<file path="config.mk">
export PLATFORM = sky130hd
export DESIGN_NAME = quasi_bidir_port_logic
export DESIGN_NICKNAME = d
export VERILOG_FILES = /design/src/port_pkg.sv /design/src/quasi_bidir_port_logic.sv
export SDC_FILE = /design/constraint.sdc
export NUM_CORES = 1
export LEC_CHECK = 0
export BUFFER_PORTS_ARGS = -buffer_cell sky130_fd_sc_hd__buf_2
export CORE_UTILIZATION = 50
export CTS_BUF_LIST = sky130_fd_sc_hd__clkbuf_8
export DETAILED_ROUTE_END_ITERATION = 6
export PLACE_DENSITY_LB_ADDON = 0.08
export SETUP_SLACK_MARGIN = 0.2
export SKIP_LAST_GASP = 1
export SYNTH_ARGS = -nofsm -noshare
export SYNTH_HDL_FRONTEND = slang
export SYNTH_SLANG_ARGS = --single-unit
</file>
<file path="constraint.sdc">
create_clock -name pclk -period 2.9 [get_ports pclk]
set_clock_uncertainty 0.05 [all_clocks]
set_input_delay 0.29 -clock pclk [delete_from_list [all_inputs] [get_ports pclk]]
set_output_delay 0.29 -clock pclk [all_outputs]
set_load 0.03 [all_outputs]
</file>
<file path="src/port_pkg.sv">
// package of constants and carrier types for the quasi-bidirectional port logic
package port_pkg;

   // ****************************************************************
   // register map (apb byte addresses)
   // ****************************************************************
   localparam logic [11:0] port0_off = 12'h000;
   localparam logic [11:0] port1_off = 12'h004;
   localparam logic [11:0] port2_off = 12'h008;
   localparam logic [11:0] port3_off = 12'h00c;
   localparam logic [11:0] port4_off = 12'h010;
   localparam logic [11:0] port5_off = 12'h014;
   localparam logic [11:0] ana_off = 12'h018;
   localparam logic [11:0] ctrl_off = 12'h01c;
   localparam logic [11:0] pin0_off = 12'h020;
   localparam logic [11:0] pin1_off = 12'h024;
   localparam logic [11:0] pin2_off = 12'h028;
   localparam logic [11:0] pin3_off = 12'h02c;
   localparam logic [11:0] pin4_off = 12'h030;
   localparam logic [11:0] pin5_off = 12'h034;

   // ****************************************************************
   // reset values and field positions
   // ****************************************************************
   localparam logic [7:0] latch_rst = 8'hff;
   localparam logic [5:0] latch5_rst = 6'h3f;
   localparam logic [7:0] ana_rst = 8'hff;
   localparam int ctrl_ext_bit = 0;
   localparam int ctrl_a16_bit = 1;
   localparam logic [1:0] ctrl_rst = 2'h0;

   // ****************************************************************
   // timing: boost lasts two oscillator periods of 25 ns each
   // ****************************************************************
   localparam int osc_period_ns = 25;
   localparam int boost_time_ns = 50;
   localparam int boost_cycles_i = (boost_time_ns + osc_period_ns - 1) / osc_period_ns;
   localparam logic [1:0] boost_cycles = 2'(boost_cycles_i);

   typedef enum {weak_input_low, input_high_state, boosted_high_state, driving_low_state} drv_state_e;

   // pin driver controls of one bit
   typedef struct packed {
      logic pulldown_driver;
      logic boost_pullup;
      logic weak_pullup;
      logic keeper_pullup;
   } drv_s;

endpackage

</file>
<file path="src/quasi_bidir_port_logic.sv">
// quasi-bidirectional six-port logic with apb register access
// Notes on behaviour
// - a latch write captures write data into that port latch
// - latch-read returns stored latch contents, not the pin level
// - reads pick latch (port offsets) or sampled pin (pin offsets)
// - ports 1-5 act as input only while latch holds 1
// - port 0 pullup on only when emitting ones in external cycles
// - port 0 latch 1 in i/o use: both drivers off, floating
// - alternate functions on ports 1 and 3 pass only when latch is 1
// - reset sets every port latch bit to 1
// - ports 0 and 2 switch to external bus by external-access control
// - while on external bus, latches disconnected and kept unchanged
// - 16-bit external cycles: port 2 drives ones with strong pullup
// - port 0 is general i/o when no external cycles run
// - strong pulldown only while latch holds 0
// - 0-to-1 latch change enables boost for exactly two periods
// - weak pullup on whenever latch holds 1
// - keeper on while sensed pin is high, and throughout the boost
// - driver takes one of four states with fixed transistor sets
// - 1 into 0 latch: boosted two cycles then steady; 1 into 1: none
// - loading 0 puts pin into driving-low state
// - after reset pins are input-low until sensed pin goes high
// - analog-selected port 1 pin has all four drivers off
// - analog select bit 0 makes analog input; reset value all digital
module quasi_bidir_driver
   import port_pkg::*;
(
   input wire logic pclk,
   input wire logic presetn,
   input wire logic latch_bit,
   input wire logic pin_high,
   input wire logic force_off,
   output drv_s drv
);
   drv_state_e state_r;
   drv_state_e state_nxt;
   logic latch_q_r;
   logic [1:0] boost_cnt_r;
   logic [1:0] boost_cnt_nxt;
   logic rising;

   assign rising = latch_bit && !latch_q_r;

   // ****************************************************************
   // driver state machine
   // ****************************************************************

   always_comb
   begin
      state_nxt = state_r;
      boost_cnt_nxt = boost_cnt_r;
      if (!latch_bit)
      begin
         state_nxt = driving_low_state;
         boost_cnt_nxt = 2'h0;
      end
      else if (rising)
      begin
         state_nxt = boosted_high_state;
         boost_cnt_nxt = boost_cycles - 2'h1;
      end
      else
      begin
         case (state_r)
            boosted_high_state:
            begin
               if (boost_cnt_r == 2'h0)
               begin
                  state_nxt = pin_high ? input_high_state : weak_input_low;
               end
               else
               begin
                  boost_cnt_nxt = boost_cnt_r - 2'h1;
               end
            end
            weak_input_low: state_nxt = pin_high ? input_high_state : weak_input_low;
            input_high_state: state_nxt = pin_high ? input_high_state : weak_input_low;
            driving_low_state: state_nxt = weak_input_low;
            default: state_nxt = weak_input_low;
         endcase
      end
   end

   always_ff @(posedge pclk or negedge presetn)
   begin
      if (!presetn)
      begin
         state_r <= weak_input_low;
         latch_q_r <= 1'b1;
         boost_cnt_r <= 2'h0;
      end
      else
      begin
         state_r <= state_nxt;
         latch_q_r <= latch_bit;
         boost_cnt_r <= boost_cnt_nxt;
      end
   end

   // ****************************************************************
   // transistor enables: analog select overrides every transistor
   // ****************************************************************
   always_comb
   begin
      drv = '0;
      if (!force_off)
      begin
         case (state_r)
            weak_input_low: drv.weak_pullup = 1'b1;
            input_high_state:
            begin
               drv.weak_pullup = 1'b1;
               drv.keeper_pullup = 1'b1;
            end
            boosted_high_state:
            begin
               drv.boost_pullup = 1'b1;
               drv.weak_pullup = 1'b1;
               drv.keeper_pullup = 1'b1;
            end
            driving_low_state: drv.pulldown_driver = 1'b1;
            default: drv = '0;
         endcase
      end
   end
endmodule

module quasi_bidir_port_logic
   import port_pkg::*;
(
   input wire logic pclk,
   input wire logic presetn,
   input wire logic psel,
   input wire logic penable,
   input wire logic pwrite,
   input wire logic [11:0] paddr,
   input wire logic [31:0] pwdata,
   output logic [31:0] prdata,
   output logic pready,
   output logic pslverr,
   input wire logic [7:0] p0_in,
   input wire logic [7:0] p1_in,
   input wire logic [7:0] p2_in,
   input wire logic [7:0] p3_in,
   input wire logic [7:0] p4_in,
   input wire logic [5:0] p5_in,
   input wire logic external_access_pin,
   input wire logic ext_cycle,
   input wire logic [7:0] ext_addr_hi,
   input wire logic [7:0] ext_ad_out,
   input wire logic ext_ad_drive,
   output logic [7:0] ext_ad_in,
   input wire logic [7:0] p1_alt_out,
   input wire logic [7:0] p3_alt_out,
   output logic [7:0] p1_alt_in,
   output logic [7:0] p3_alt_in,
   output logic [7:0] p0_pulldown,
   output logic [7:0] p0_pullup,
   output drv_s [7:0] p1_drv,
   output drv_s [7:0] p2_drv,
   output drv_s [7:0] p3_drv,
   output drv_s [7:0] p4_drv,
   output drv_s [5:0] p5_drv
);
   // ****************************************************************
   // pin synchronisers
   // ****************************************************************
   logic [45:0] pin_meta_r;
   logic [45:0] pin_sync_r;
   logic ea_meta_r;
   logic ea_sync_r;

   always_ff @(posedge pclk or negedge presetn)
   begin
      if (!presetn)
      begin
         pin_meta_r <= '0;
         pin_sync_r <= '0;
         ea_meta_r <= 1'b0;
         ea_sync_r <= 1'b0;
      end
      else
      begin
         pin_meta_r <= {p5_in, p4_in, p3_in, p2_in, p1_in, p0_in};
         pin_sync_r <= pin_meta_r;
         ea_meta_r <= external_access_pin;
         ea_sync_r <= ea_meta_r;
      end
   end

   wire [7:0] p0_pin = pin_sync_r[7:0];
   wire [7:0] p1_pin = pin_sync_r[15:8];
   wire [7:0] p2_pin = pin_sync_r[23:16];
   wire [7:0] p3_pin = pin_sync_r[31:24];
   wire [7:0] p4_pin = pin_sync_r[39:32];
   wire [5:0] p5_pin = pin_sync_r[45:40];

   // ****************************************************************
   // apb decode and registers
   // ****************************************************************
   logic [7:0] p0_r;
   logic [7:0] p1_r;
   logic [7:0] p2_r;
   logic [7:0] p3_r;
   logic [7:0] p4_r;
   logic [5:0] p5_r;
   logic [7:0] analog_select_reg_r;
   logic [1:0] ctrl_r;

   wire wr_en = psel && penable && pwrite;
   wire wr_p0 = wr_en && (paddr == port0_off);
   wire wr_p1 = wr_en && (paddr == port1_off);
   wire wr_p2 = wr_en && (paddr == port2_off);
   wire wr_p3 = wr_en && (paddr == port3_off);
   wire wr_p4 = wr_en && (paddr == port4_off);
   wire wr_p5 = wr_en && (paddr == port5_off);
   wire wr_ana = wr_en && (paddr == ana_off);
   wire wr_ctrl = wr_en && (paddr == ctrl_off);

   always_ff @(posedge pclk or negedge presetn)
   begin
      if (!presetn)
      begin
         p0_r <= latch_rst;
         p1_r <= latch_rst;
         p2_r <= latch_rst;
         p3_r <= latch_rst;
         p4_r <= latch_rst;
         p5_r <= latch5_rst;
         analog_select_reg_r <= ana_rst;
         ctrl_r <= ctrl_rst;
      end
      else
      begin
         if (wr_p0) p0_r <= pwdata[7:0];
         if (wr_p1) p1_r <= pwdata[7:0];
         if (wr_p2) p2_r <= pwdata[7:0];
         if (wr_p3) p3_r <= pwdata[7:0];
         if (wr_p4) p4_r <= pwdata[7:0];
         if (wr_p5) p5_r <= pwdata[5:0];
         if (wr_ana) analog_select_reg_r <= pwdata[7:0];
         if (wr_ctrl) ctrl_r <= pwdata[1:0];
      end
   end

   // latch offsets model read-modify-write reads, pin offsets plain reads
   logic [31:0] rd_mux;
   logic rd_hit;
   always_comb
   begin
      rd_hit = 1'b1;
      case (paddr)
         port0_off: rd_mux = {24'h0, p0_r};
         port1_off: rd_mux = {24'h0, p1_r};
         port2_off: rd_mux = {24'h0, p2_r};
         port3_off: rd_mux = {24'h0, p3_r};
         port4_off: rd_mux = {24'h0, p4_r};
         port5_off: rd_mux = {26'h0, p5_r};
         ana_off: rd_mux = {24'h0, analog_select_reg_r};
         ctrl_off: rd_mux = {30'h0, ctrl_r};
         pin0_off: rd_mux = {24'h0, p0_pin};
         pin1_off: rd_mux = {24'h0, p1_pin};
         pin2_off: rd_mux = {24'h0, p2_pin};
         pin3_off: rd_mux = {24'h0, p3_pin};
         pin4_off: rd_mux = {24'h0, p4_pin};
         pin5_off: rd_mux = {26'h0, p5_pin};
         default:
         begin
            rd_mux = 32'h0;
            rd_hit = 1'b0;
         end
      endcase
   end

   // read word captured in the setup cycle so it stands, from a flop, through the access cycle
   logic [31:0] rd_data_r;
   wire rd_setup = psel && !penable && !pwrite;

   always_ff @(posedge pclk or negedge presetn)
   begin
      if (!presetn)
      begin
         rd_data_r <= 32'h0;
      end
      else
      begin
         rd_data_r <= rd_setup ? rd_mux : 32'h0;
      end
   end

   assign pready = 1'b1;
   assign pslverr = psel && penable && !rd_hit;
   assign prdata = rd_data_r;

   // ****************************************************************
   // external bus takeover of ports 0 and 2
   // ****************************************************************
   // without the pin, the control bit alone lets software route ports 0 and 2
   wire ext_mode = ea_sync_r || ctrl_r[ctrl_ext_bit];
   wire bus_active = ext_mode && ext_cycle;
   wire a16 = bus_active && ctrl_r[ctrl_a16_bit];

   // ports 0: open drain, pullup only for bus ones
   assign p0_pulldown = bus_active ? (ext_ad_drive ? ~ext_ad_out : 8'h0) : ~p0_r;
   assign p0_pullup = (bus_active && ext_ad_drive) ? ext_ad_out : 8'h0;
   assign ext_ad_in = p0_pin;

   // ****************************************************************
   // multifunction drivers of ports 1 to 5
   // ****************************************************************
   // alternate output gated by latch: and-ing keeps pin low when latch is 0
   wire [7:0] p1_eff = p1_r & p1_alt_out;
   wire [7:0] p3_eff = p3_r & p3_alt_out;
   assign p1_alt_in = p1_pin & p1_r;
   assign p3_alt_in = p3_pin & p3_r;
   wire [7:0] p2_eff = a16 ? ext_addr_hi : p2_r;
   drv_s [7:0] p2_base;

   genvar gi;
   generate
      for (gi = 0; gi < 8; gi++)
      begin : g_bit
         quasi_bidir_driver u_p1
         (
            .pclk(pclk),
            .presetn(presetn),
            .latch_bit(p1_eff[gi]),
            .pin_high(p1_pin[gi]),
            .force_off(!analog_select_reg_r[gi]),
            .drv(p1_drv[gi])
         );
         quasi_bidir_driver u_p2
         (
            .pclk(pclk),
            .presetn(presetn),
            .latch_bit(p2_eff[gi]),
            .pin_high(p2_pin[gi]),
            .force_off(1'b0),
            .drv(p2_base[gi])
         );
         quasi_bidir_driver u_p3
         (
            .pclk(pclk),
            .presetn(presetn),
            .latch_bit(p3_eff[gi]),
            .pin_high(p3_pin[gi]),
            .force_off(1'b0),
            .drv(p3_drv[gi])
         );
         quasi_bidir_driver u_p4
         (
            .pclk(pclk),
            .presetn(presetn),
            .latch_bit(p4_r[gi]),
            .pin_high(p4_pin[gi]),
            .force_off(1'b0),
            .drv(p4_drv[gi])
         );
         // strong ones for the whole 16-bit address cycle
         assign p2_drv[gi] = (a16 && ext_addr_hi[gi]) ? drv_s'{1'b0, 1'b1, 1'b0, 1'b0} : p2_base[gi];
      end
      for (gi = 0; gi < 6; gi++)
      begin : g_p5
         quasi_bidir_driver u_p5
         (
            .pclk(pclk),
            .presetn(presetn),
            .latch_bit(p5_r[gi]),
            .pin_high(p5_pin[gi]),
            .force_off(1'b0),
            .drv(p5_drv[gi])
         );
      end
   endgenerate
endmodule

</file>
==> summary.txt <==
Run
  • Max Cap Violations: 0

STA
  • RSZ-0062 raised after global routing: false
  • Minimum clock period: 2420 ps
  • Worst slew pin tran: 658 ps
  • Setup ws final: 480 ps
  • Final hold vios: 0
  • Slew headroom: 0.561
  • Setup TNS Final: 0 ps
  • # setup viols final: 0
  • Maximum clock frequency: 413 MHz
  • Slew Limit Fails: 0
  • Final period util: 0.835

Logic synthesis
  • Synth Instances: 1452
  • Sequential share of the synthesized area: 0.532
  • Share of Yosys cell area claimed by the top area cell type: 0.387
  • Async S/R FF share, synth: 1.00
  • Avg Inst Size Synth: 11.4 um^2
  • YS warnings: 0
  • Synthesis-stage register bit count: 348
  • Synth Flop Type: dfrtp_1
  • Synth area leaders: dfrtp_1, dfstp_2, ha_1
  • Leading area contributor after synthesis: dfrtp_1
  • Number of synthesized flops with an enable pin: 0
  • Yosys cell types: 57
  • Post-synthesis cell area: 16600 um^2

Floorplanning
  • Initial Utilization: 0.509
  • Die ar.: 33900 um^2
  • Die Y: 184 um
  • Die X: 184 um
  • Placeable core area: 32500 um^2
  • I/O pins: 356
  • # rows: 66

Clock network
  • CTS tree: done
  • Post-CTS setup buffer count: 0
  • Clock slew at reported path FFs: 60 ps
  • CTS buffer count: 58
  • Worst skew pair latency: 600 ps
  • Sink Count: 348
  • Total number of H-tree levels: 2
  • Worst-case clock buffer depth: 3
  • Root buffer cell: clkbuf_8

Setup path
  • Worst Setup Start Kind: register
  • Critical Path AT: 2080 ps
  • CP Class: reg2out
  • Worst setup EP type: output port
  • Worst Path Buf+Inv: 1
  • CP cell instances: o21a_4 -> nand3b_1 -> o21ai_0 -> buf_2
  • CP Max Fanout: 24
  • Slowest CP cell: dfrtp_1
  • Crit-path leading delay family: flip-flops
  • WP data required: 2560 ps
  • Slowest stage delay, CP: 640 ps

Final layout
  • Commonest non-fill, non-tap cell in the layout: buf_2
  • Nets: 2132
  • Final Cell Area: 20500 um^2
  • Antenna cell count: 0
  • Share of layout cells above drive strength 1: 0.304
  • Most frequent cells in the layout: buf_2, dfrtp_1, inv_1
  • Area growth syn-to-layout: 23.7%

Route
  • DRC: 0
  • Final ANT Viol Nets: 0
  • Wirelength per Cell: 16.7 um
  • Routed WL: 39500 um
  • Vias: 11827
  • Via-to-Cell Ratio: 4.99
  • DR pass1 iterations: 5
  • Violation count after the first detailed-routing iteration: 584

GRT
  • GRT Total Usage: 0.238
  • First-pass GRT wire length: 62200 um
  • Initial antenna violation count: 0
  • Number of global-route vias before repair: 11786
  • Pin count of the biggest net entering global routing: 76
  • Total gr overflow: 0

Hold path
  • Min-delay worst type: in2reg

Place
  • Place WS: 626 ps
  • Placer Congestion: 0.884
  • Post-Place Cell Area: 18600 um^2
  • PortBufs: 306
  • Placed wire-length estimate: 29400 um

Run status
  • Status: complete, no violations

Power and ir drop
  • Power density over the cells: 474 nW/um^2
  • Leak: 0.00976 uW
  • VDD IR-drop max: 0.293 mV
==> report_power, final <==
group	internal [uW]	total (uW)	switching, uW
logic	203	545	342
registers	4940	4980	42.1
clock network	2280	4200	1920
==> per-stage QoR <==
step | cells | utilization | hold WS [ps] | power [uW]
after detailed placement | 2192 | 0.573 | 256 | 5530
after floorplan | 1475 | - | -55.6 | 5270
after global placement | 2192 | 0.573 | 255 | 5530
after CTS | 2371 | 0.630 | 36.9 | 9860
final | 2371 | 0.630 | 62.0 | 9720
after global routing | 2371 | 0.630 | 43.6 | 10200
==> logic make-up (layout without fill, tap and decap cells) <==
group	count (synthesis)	in the layout	share of synthesized area
adder cells (fa/ha/maj)	122	122	0.0921
AND/OR/NAND/NOR	374	374	0.132
AO/OA/AOI/OAI	242	242	0.0984
XOR/XNOR	38	38	0.0201
buffers and inverters	237	691	0.0606
multiplexers	89	89	0.0642
flip-flops	348	348	0.532
other	2	25	0.000453
==> state kept, by name, indices dropped and copies added, names as in the netlist, 16 cells and up <==
register and flops:
g_bit.u_p2.boost_cnt_r 16, pin_sync_r 46, g_bit.u_p1.state_r 16, g_bit.u_p4.state_r 16, g_bit.u_p3.state_r 16, g_bit.u_p2.state_r 16, g_bit.u_p3.boost_cnt_r 16, g_bit.u_p1.boost_cnt_r 16
pin_meta_r 46, g_bit.u_p4.boost_cnt_r 16
==> worst paths after layout <==
kind	startpoint	endpoint	slack, ps	cells after the start
max in group asynchronous	presetn	g_bit[2].u_p2.latch_q_r	1730	3
setup / recovery	ctrl_r[0]	p0_pulldown[3]	480	4
hold / removal	pwdata[2]	p2_r[2]	60	2
setup reg to reg	ctrl_r[0]	g_bit[2].u_p2.boost_cnt_r[1]	1010	5
min in group asynchronous	presetn	g_bit[3].u_p3.boost_cnt_r[1]	210	2
hold reg to reg	pin_meta_r[40]	pin_sync_r[40]	290	0
==> synth_stat cells, drive strengths merged (3+ instances only) <==
cell    count
mux2i      22
a21o       44
clkbuf     10
and3       17
a21boi     40
buf        38
dfstp      92
a22o        4
a31oi       3
nand2b     10
and2       54
a211oi     31
nor2b      67
nand3       9
nor4        7
nand2      58
dfrtp     256
nor3        6
o21ai      55
a22oi       3
nand4       4
ha        122
mux4        8
inv       189
or2        10
nor2       75
mux2       59
xnor2      38
a21oi      39
nand3b     17
nor3b      35
o2111a      8
==> final cells by class <==
cell class / instances / area [um^2]
multi-input combinational: 890 / 6840
clock inverter: 35 / 146
sequential: 348 / 8820
inverter: 189 / 709
fill: 2737 / 12000
timing repair buffer: 393 / 2420
tap: 442 / 553
clock buffer: 74 / 1020
==> metal layers <==
| layer | GRT usage | vias to the layer above | part of all wire |
|---|---|---|---|
| li1 | - | 5686 | - |
| met3 | 0.0487 | 71 | 0.058 |
| met4 | 0.0743 | 0 | 0.025 |
| met1 | 0.317 | 5704 | 0.44 |
| met2 | 0.392 | 366 | 0.48 |
| met5 | 0 | - | 0 |
==> repair_timing <==
action                                  4_1_cts  5_1_grt
endpoints found under the setup margin       16        3
hold endpoints to repair                    165        0
hold buffers                                 70        0
gates resized for setup                       1        1
Power figures use the tool's default switching activity.
